**src/hdl/pmr_defines.vh**
```
`ifndef PMR_DEFINES_VH
`define PMR_DEFINES_VH
// ----------------------------------------
// Register offsets
// ----------------------------------------
`define PMR_DISP_GEN_CFG     8'h95
`define PMR_DISP_CLK_SEL     8'h96
`define PMR_DISP_SEG_EN_A    8'h97
`define PMR_DISP_CFG_X       8'h9c
`define PMR_RTC_CFG          8'ha1
`define PMR_RTC_CENTI        8'ha2
`define PMR_RTC_S            8'ha3
`define PMR_RTC_M            8'ha4
`define PMR_RTC_H            8'ha5
`define PMR_RTC_ALARM_INT    8'ha6
`define PMR_DISP_MEM_PTR     8'hac
`define PMR_DISP_MEM_DAT     8'hae
`define PMR_DISP_CFG_Y       8'hb1
`define PMR_PORT0_PULLUP     8'hb2
`define PMR_PORT1_PULLUP     8'hb3
`define PMR_PORT2_PULLUP     8'hb4
`define PMR_DISP_SEG_EN_B    8'hed
`define PMR_PERIPHERAL_CONFIG_CFG       8'hf4
`define PMR_BAT_SW_CFG       8'hf5
`define PMR_RTC_NOM_COMP     8'hf6
`define PMR_RTC_TEMP_COMP    8'hf7
`define PMR_PAD_ONE          8'hfb
`define PMR_PAD_TWO          8'hfc
`define PMR_PAD_THREE        8'hfd
`define PMR_PAD_FOUR         8'hfe
`define PMR_INT_PIN_CFG      8'hff
`define PMR_POWER_CTRL       8'hc5
`define PMR_METER_MODE_ONE   8'h0b
`define PMR_MODE_STATUS      8'hc6
`define PMR_PERIPHERAL_CONFIG_SLEEP_EN  8'hc7
// ----------------------------------------
// Fields and reset values
// ----------------------------------------
`define PMR_SLEEP_BIT        4
`define PMR_METER_PD_BIT     4
`define PMR_SUPPLY_SRC_BIT   6
`define PMR_CLKDIV_RST       3'h3
`define PMR_PWRCTL_RST       8'h03
`define PMR_REG_RST          8'h00
`define PMR_PSLEEP_RST       8'h03
// ----------------------------------------
// Timing
// ----------------------------------------
`define PMR_CLK_HZ           125000000
`define PMR_RESTORE_MS       130
`define PMR_RESTORE_CYC      (`PMR_CLK_HZ / 1000 * `PMR_RESTORE_MS)
`endif

```
**src/hdl/pmr_sync.v**
```verilog
`timescale 1ns/100ps
module pmr_sync (
	input  wire clk,
	input  wire nrst,
	input  wire d,
	output wire q
);
	reg meta_r;
	reg q_r;
	always @(posedge clk) begin
		if (!nrst) begin
			meta_r <= 1'b0;
			q_r    <= 1'b0;
		end else begin
			meta_r <= d;
			q_r    <= meta_r;
		end
	end
	assign q = q_r;
endmodule

```
**src/hdl/pmr_power_mode_retention_ctrl.v**
```verilog
// Function
// [RULE1] Normal mode: switched output on main supply.
// [RULE2] Normal mode: both internal rails enabled.
// [RULE3] Reset sets core clock to 1.024 MHz.
// [RULE4] Battery run: switched output on battery.
// [RULE5] Battery run: core and digital stay enabled.
// [RULE6] Battery run: metering analog rail disabled.
// [RULE7] Restore needs supply good, power-down clear.
// [RULE8] Sleep keeps switched output on battery.
// [RULE9] Sleep shuts down core and both rails.
// [RULE10] Sleep entry marks data RAM invalid.
// [RULE11] Sleep exit restarts from reset vector.
// [RULE12] Always-on peripherals powered during sleep.
// [RULE13] Each always-on peripheral individually sleep-enabled.
// [RULE14] Firmware configures sleep peripherals before sleeping.
// [RULE15] Sleep holds until a wake event.
// [RULE16] Four scratch-pad registers survive sleep.
// [RULE17] Listed configuration registers survive sleep.
// [RULE18] Firmware restores other registers after sleep.
// [RULE19] Enabled switchover event forces battery run.
// [RULE20] Sleep bit in power control enters sleep.
// [RULE21] Restore from battery run keeps code running.
// [RULE22] Wait 130 ms before returning to main.
// [RULE23] Mode is a three-state encoded value.
//
// Chosen here: the strobed register port.
`timescale 1ns/100ps
`include "pmr_defines.vh"
module pmr_power_mode_retention_ctrl #(
	parameter [31:0] RESTORE_CYC = `PMR_RESTORE_CYC
) (
	input  wire       clk,
	input  wire       nrst,
	input  wire [7:0] addr,
	input  wire [7:0] wdata,
	input  wire       wr,
	input  wire       rd,
	output wire [7:0] rdata,
	input  wire       main_supply_good,
	input  wire       switchover_event,
	input  wire       wake_event,
	output wire       supply_on_main,
	output wire       analog_rail_en,
	output wire       digital_rail_en,
	output wire       metering_analog_en,
	output wire       core_run,
	output wire [2:0] core_clk_div,
	output wire       ram_invalid,
	output wire       core_restart,
	output wire       aon_supply_en,
	output wire [7:0] aon_peripheral_config_en,
	output wire [1:0] mode
);
	// ----------------------------------------
	// Mode codes
	// ----------------------------------------
	localparam [1:0] NORMAL_SUPPLY_MODE = 2'h0;
	localparam [1:0] BATTERY_RUN_MODE   = 2'h1;
	localparam [1:0] BATTERY_SLEEP_MODE = 2'h2;

	wire       good_s;
	wire       swo_s;
	wire       wake_s;
	reg  [1:0] mode_r;
	reg  [1:0] mode_nxt;
	reg  [31:0] wait_r;
	reg  [2:0] clkdiv_r;
	reg  [7:0] meter_r;
	reg  [7:0] psleep_r;
	reg        ram_inv_r;
	reg        restart_r;
	reg  [7:0] rdata_r;
	reg  [7:0] ret_r [0:25];
	reg  [4:0] idx;
	reg        hit;
	reg  [7:0] rd_nxt;
	integer    i;

	pmr_sync u_good (.clk(clk), .nrst(nrst), .d(main_supply_good), .q(good_s));
	pmr_sync u_swo  (.clk(clk), .nrst(nrst), .d(switchover_event), .q(swo_s));
	pmr_sync u_wake (.clk(clk), .nrst(nrst), .d(wake_event),       .q(wake_s));

	// ----------------------------------------
	// Retained register decode
	// ----------------------------------------
	always @* begin
		hit = 1'b1;
		case (addr)
			`PMR_DISP_GEN_CFG:  idx = 5'd0;
			`PMR_DISP_CLK_SEL:  idx = 5'd1;
			`PMR_DISP_SEG_EN_A: idx = 5'd2;
			`PMR_DISP_CFG_X:    idx = 5'd3;
			`PMR_RTC_CFG:       idx = 5'd4;
			`PMR_RTC_CENTI:     idx = 5'd5;
			`PMR_RTC_S:         idx = 5'd6;
			`PMR_RTC_M:         idx = 5'd7;
			`PMR_RTC_H:         idx = 5'd8;
			`PMR_RTC_ALARM_INT: idx = 5'd9;
			`PMR_DISP_MEM_PTR:  idx = 5'd10;
			`PMR_DISP_MEM_DAT:  idx = 5'd11;
			`PMR_DISP_CFG_Y:    idx = 5'd12;
			`PMR_PORT0_PULLUP:  idx = 5'd13;
			`PMR_PORT1_PULLUP:  idx = 5'd14;
			`PMR_PORT2_PULLUP:  idx = 5'd15;
			`PMR_DISP_SEG_EN_B: idx = 5'd16;
			`PMR_PERIPHERAL_CONFIG_CFG:    idx = 5'd17;
			`PMR_BAT_SW_CFG:    idx = 5'd18;
			`PMR_RTC_NOM_COMP:  idx = 5'd19;
			`PMR_RTC_TEMP_COMP: idx = 5'd20;
			`PMR_PAD_ONE:       idx = 5'd21;
			`PMR_PAD_TWO:       idx = 5'd22;
			`PMR_PAD_THREE:     idx = 5'd23;
			`PMR_PAD_FOUR:      idx = 5'd24;
			`PMR_INT_PIN_CFG:   idx = 5'd25;
			default: begin
				idx = 5'd0;
				hit = 1'b0;
			end
		endcase
	end

	// ----------------------------------------
	// Mode machine
	// ----------------------------------------
	wire restore_ok = good_s & ~meter_r[`PMR_METER_PD_BIT]; // [RULE7]
	wire wait_done  = (wait_r >= RESTORE_CYC - 32'd1);
	wire sleep_req  = wr & (addr == `PMR_POWER_CTRL) & wdata[`PMR_SLEEP_BIT];

	always @* begin
		mode_nxt = mode_r;
		case (mode_r)
			NORMAL_SUPPLY_MODE: begin
				if (swo_s)
					mode_nxt = BATTERY_RUN_MODE; // [RULE19]
			end
			BATTERY_RUN_MODE: begin
				if (sleep_req)
					mode_nxt = BATTERY_SLEEP_MODE; // [RULE20]
				else if (restore_ok & ~swo_s & wait_done)
					mode_nxt = NORMAL_SUPPLY_MODE; // [RULE21] [RULE22]
			end
			BATTERY_SLEEP_MODE: begin
				// The core is off here, so only a wake or a restore can leave.
				if (restore_ok & ~swo_s & wait_done)
					mode_nxt = NORMAL_SUPPLY_MODE; // [RULE22]
				else if (wake_s)
					mode_nxt = BATTERY_RUN_MODE; // [RULE15]
			end
			default: mode_nxt = NORMAL_SUPPLY_MODE;
		endcase
	end

	always @(posedge clk) begin
		if (!nrst) begin
			mode_r    <= NORMAL_SUPPLY_MODE;
			wait_r    <= 32'h0;
			ram_inv_r <= 1'b0;
			restart_r <= 1'b0;
		end else begin
			mode_r <= mode_nxt; // [RULE23]
			if (mode_r != NORMAL_SUPPLY_MODE && restore_ok && !swo_s && !wait_done)
				wait_r <= wait_r + 32'd1;
			else if (!(restore_ok && !swo_s))
				wait_r <= 32'h0;
			else if (mode_nxt == NORMAL_SUPPLY_MODE)
				wait_r <= 32'h0;
			if (mode_nxt == BATTERY_SLEEP_MODE && mode_r != BATTERY_SLEEP_MODE)
				ram_inv_r <= 1'b1; // [RULE10]
			else if (restart_r)
				ram_inv_r <= 1'b0;
			// A one-cycle restart pulse on every sleep exit, never a resume.
			restart_r <= (mode_r == BATTERY_SLEEP_MODE) &&
				(mode_nxt != BATTERY_SLEEP_MODE); // [RULE11]
		end
	end

	// ----------------------------------------
	// Register file
	// ----------------------------------------
	// Retained registers reset only on nrst; a mode change never touches them.
	always @(posedge clk) begin
		if (!nrst) begin
			for (i = 0; i < 26; i = i + 1)
				ret_r[i] <= `PMR_REG_RST; // [RULE16] [RULE17]
			clkdiv_r <= `PMR_CLKDIV_RST; // [RULE3]
			meter_r  <= `PMR_REG_RST;
			psleep_r <= `PMR_PSLEEP_RST;
		end else begin
			if (wr && hit && mode_r != BATTERY_SLEEP_MODE)
				ret_r[idx] <= wdata;
			if (restart_r)
				clkdiv_r <= `PMR_CLKDIV_RST; // [RULE3]
			else if (wr && addr == `PMR_POWER_CTRL)
				clkdiv_r <= wdata[2:0];
			// The sleep request bit is a strobe and is never stored.
			if (wr && addr == `PMR_METER_MODE_ONE)
				meter_r <= wdata;
			if (wr && addr == `PMR_PERIPHERAL_CONFIG_SLEEP_EN && mode_r != BATTERY_SLEEP_MODE)
				psleep_r <= wdata; // [RULE13] [RULE14]
		end
	end

	always @* begin
		rd_nxt = 8'h00;
		if (hit) begin
			rd_nxt = ret_r[idx];
			if (addr == `PMR_PERIPHERAL_CONFIG_CFG)
				rd_nxt[`PMR_SUPPLY_SRC_BIT] = supply_on_main;
		end else begin
			case (addr)
				`PMR_POWER_CTRL:      rd_nxt = {5'h0, clkdiv_r};
				`PMR_METER_MODE_ONE:  rd_nxt = meter_r;
				`PMR_PERIPHERAL_CONFIG_SLEEP_EN: rd_nxt = psleep_r;
				`PMR_MODE_STATUS:     rd_nxt = {5'h0, ram_inv_r, mode_r};
				default:              rd_nxt = 8'h00;
			endcase
		end
	end

	always @(posedge clk) begin
		if (!nrst)
			rdata_r <= 8'h00;
		else
			rdata_r <= rd ? rd_nxt : 8'h00;
	end

	// ----------------------------------------
	// Outputs
	// ----------------------------------------
	wire sleeping = (mode_r == BATTERY_SLEEP_MODE);
	assign supply_on_main     = (mode_r == NORMAL_SUPPLY_MODE); // [RULE1] [RULE4] [RULE8]
	assign analog_rail_en     = ~sleeping; // [RULE2] [RULE9]
	assign digital_rail_en    = ~sleeping; // [RULE5] [RULE9]
	assign metering_analog_en = supply_on_main; // [RULE6]
	assign core_run           = ~sleeping; // [RULE9]
	assign core_clk_div       = clkdiv_r;
	assign ram_invalid        = ram_inv_r;
	assign core_restart       = restart_r;
	assign aon_supply_en      = 1'b1; // [RULE12]
	assign aon_peripheral_config_en      = sleeping ? psleep_r : 8'hff; // [RULE13]
	assign mode               = mode_r;
	assign rdata              = rdata_r;
	// Firmware restores unretained registers after sleep exit. [RULE18]
endmodule

```
**config.mk**
```make
export PLATFORM = sky130hd
export DESIGN_NAME = pmr_power_mode_retention_ctrl
export DESIGN_NICKNAME = d
export VERILOG_FILES = /design/src/hdl/pmr_sync.v /design/src/hdl/pmr_power_mode_retention_ctrl.v
export VERILOG_INCLUDE_DIRS = /design/src /design/src/hdl
export SDC_FILE = /design/constraint.sdc
export NUM_CORES = 1
export LEC_CHECK = 0
export BUFFER_PORTS_ARGS = -buffer_cell sky130_fd_sc_hd__buf_2
export CORE_UTILIZATION = 49
export DETAILED_ROUTE_END_ITERATION = 7
export PLACE_DENSITY = 0.65
export SETUP_SLACK_MARGIN = 0.15
export SLEW_MARGIN = 40
export SYNTH_ARGS = -nofsm -noshare
export SYNTH_HDL_FRONTEND = slang
export SYNTH_SLANG_ARGS = --single-unit
```
**constraint.sdc**
```tcl
create_clock -name clk -period 3.8 [get_ports clk]
set_clock_uncertainty 0.05 [all_clocks]
set_input_delay 0.76 -clock clk [delete_from_list [all_inputs] [get_ports clk]]
set_output_delay 0.76 -clock clk [all_outputs]
set_load 0.02 [all_outputs]
```
==> qor.csv <==
metric,value,unit
final_common_cell,and2_1,
maxCapViolCount,0,
wl_per_cell,22.5,um
worstPathCellList,buf_2 > or3_4 > and4_1 > a21oi_1 > nand2_4 > buf_12 > buf_12 > mux2i_1 > o22ai_1 > nor4_1 > a211oi_1,
worstHoldEndpoint,u_wake.meta_r$_SDFF_PN0_,
grtUsageTotal,0.266,
synthArstFlopShare,0,
cts_htree_levels,1,
grt_max_degree,33,
pwr-share-comb,0.056,
fmax,322,MHz
drv_slew,0,
max_stage_delay,0.45,ns
synthCells,1236,
startpoint_type,input pin,
start_util,0.499,
via_per_inst,5.88,
p_leak,5.86,nW
vias,10100,
numCtsBuffers,31,
grt_pass1_vias,9348,
finalCriticalPeriod,3.10,ns
antenna_found_initial,3,
pwr-share-clk,0.446,
rsz0062_at_grt,false,
finish.net_count,1331,
wl,38.5,mm
cts_tree,done,
routabilityCongestion,0.943,
status,"complete, no violations",
ff2ff_setup_slack,0.89,ns
min_delay_path_depth,2,
drive_above_1_share,0.162,
r2r_end,wait_r[2]$_SDFFE_PN0P_,
ys_ff_latch,286,
postPlaceCellArea,14700,um^2
pwr_density_cell,442,nW/um^2
synth_cell_type_count,76,
insertion_delay,0.56,ns
critPathRequiredTime,4.18,ns
drtPass1Iterations,5,
route.detailed.drc,0,
tightest_slew,0.850,ns
finalCritPeriodShare,0.817,
cp.arrival,3.48,ns
design_area,15800,um^2
root_buffer,clkbuf_16,
cts_buffer_depth,3,
cts_hold_buf,0,
dieArea,29000,um^2
reg2reg_from,wait_r[0]$_SDFFE_PN0P_,
syn-cell-area,13900,um^2
mostFrequentLayoutCells,"and2_1, edfxtp_1, nand2_1, mux2i_1, dfxtp_1",
maxSlewHeadroom,0.433,
dp_hpwl,26.0,mm
fp.dieW,170,um
ys_seq_area_frac,0.568,
hold_class,input pin to flip-flop,
cp-end-kind,flip-flop,
clock_sinks,286,
synth_ff_type,edfxtp_1,
grt_pass1_wl,57.0,mm
crit_path_frequent_cell,buf_12,
intPower,5.46,mW
die_y,170,um
avgSynthCellArea,11.2,um^2
fp.coreArea,27900,um^2
setup_tns,0,ns
synth_enable_flop_cells,217,
ant_nets,0,
clkSlewWorstSetupHoldPaths,0.06,ns
crit_path_max_fanout,24,
seqPwrFrac,0.498,
reg2regPathDepth,10,
portBuffers,50,
cts_setup_buffers,0,
setup_viol,0,
area_growth,13.7,%
min-delay-start,wake_event,
switching_share,0.218,
num_io_pins,52,
hold_viol,0,
ir_drop,0.320,mV
grt-ovfl-total,0,
power,6.99,mW
critPathSlowestCell,or3_4,
path_class,input pin to flip-flop,
cts_resized,0,
drt_iter0_markers,1194,
yosys_warnings,0,
rows,61,
switching_power,1.52,mW
-- flip-flops by register name, indices dropped and copies added, names as in the netlist --
name           flops
u_swo.meta_r       1
core_clk_div       3
u_good.meta_r      1
mode               2
u_swo.q            1
meter_r            8
u_good.q           1
ret_r            217
rdata              8
psleep_r           8
ram_invalid        1
u_wake.meta_r      1
core_restart       1
wait_r            32
u_wake.q           1
-- power groups by stage --
stage | Combinational [mW] | Clock (mW) | Sequential (mW)
3_3_place_gp | 0.382 | 0 | 3.54
4_1_cts | 0.387 | 3.15 | 3.48
5_1_grt | 0.414 | 3.26 | 3.48
6_report | 0.390 | 3.12 | 3.48
2_1_floorplan | 0.231 | 0 | 3.53
3_5_place_dp | 0.385 | 0 | 3.54
-- stage by stage --
step,utilization,hold WS [ns],cells,worst slack (ns)
after detailed placement,0.529,0.375,1652,0.163
after floorplan,-,0.362,1244,0.429
after CTS,0.567,0.341,1709,0.746
after global routing,0.567,0.349,1709,0.537
after global placement,0.529,0.369,1652,0.157
final,0.567,0.353,1710,0.696
-- critical path, delay by kind of cell --
family          cells  cell delay, ns
simple gates        4            1.17
buf+inv             3            0.63
compound gates      3            0.60
mux                 1            0.27
-- worst max-delay path by stage --
stage / start / to / slack, ns / cells past startpoint
2_1_floorplan: addr[0] / ret_r[17][0]$_SDFFCE_PN0P_ / 0.43 / 9
3_3_place_gp: addr[0] / rdata[7]$_SDFF_PN0_ / 0.16 / 10
3_5_place_dp: addr[0] / rdata[7]$_SDFF_PN0_ / 0.16 / 10
4_1_cts: addr[0] / rdata[7]$_SDFF_PN0_ / 0.75 / 10
5_1_grt: addr[3] / rdata[7]$_SDFF_PN0_ / 0.54 / 11
6_report: addr[0] / rdata[7]$_SDFF_PN0_ / 0.70 / 11
-- cell type report --
class | count | area (um^2)
fillers | 2371 | 12100
clock inverters | 17 | 213
well taps | 378 | 473
repair buffers | 119 | 806
flip-flops and latches | 286 | 7900
inverters | 11 | 41.3
clock buffers | 40 | 850
diodes | 1 | 2.50
multi-input cells | 858 | 5520
-- routing by layer --
layer	part of all wire	vias up	global-route usage
met1	0.43	4911	0.366
met4	0.028	2	0.0764
met5	0.00023	-	0
met2	0.47	419	0.429
met3	0.075	77	0.0491
li1	-	4642	-
-- kinds of logic after synthesis --
family | share of synthesized area
flops | 0.568
simple gates | 0.226
compound gates | 0.104
fa+ha+maj | 0.000900
mux | 0.0613
buf+inv | 0.0377
xor+xnor | 0.00189
other cells | 0.000540
-- synthesized netlist by cell type, types with 4 or more instances --
cell | number | area share
and2_1 | 221 | 0.099
edfxtp_1 | 217 | 0.47
nand2_1 | 95 | 0.026
mux2i_1 | 75 | 0.054
dfxtp_1 | 69 | 0.099
a21oi_1 | 52 | 0.019
nor2_1 | 52 | 0.014
o21ai_0 | 46 | 0.017
clkbuf_1 | 40 | 0.011
nand3_1 | 33 | 0.012
o22ai_1 | 27 | 0.012
and3_1 | 26 | 0.012
nor4_1 | 21 | 0.0095
nand2b_1 | 19 | 0.0086
buf_4 | 18 | 0.0097
buf_2 | 17 | 0.0061
a221o_1 | 15 | 0.011
nor2_2 | 14 | 0.0063
a221oi_1 | 13 | 0.0082
inv_1 | 10 | 0.0027
a22oi_1 | 9 | 0.0049
nor3_1 | 9 | 0.0032
a31oi_1 | 8 | 0.0036
buf_6 | 8 | 0.0065
nor2b_1 | 8 | 0.0036
buf_1 | 6 | 0.0016
o211ai_1 | 6 | 0.0032
nand3_2 | 5 | 0.0036
nand3b_1 | 5 | 0.0027
nor3_2 | 5 | 0.0036
or4_1 | 5 | 0.0027
a211oi_1 | 4 | 0.0022
mux4_2 | 4 | 0.0065
nand4_1 | 4 | 0.0018
nor3b_1 | 4 | 0.0022
o211a_1 | 4 | 0.0029
or2_2 | 4 | 0.0018
Note: power is estimated with default switching activity, not from simulation.
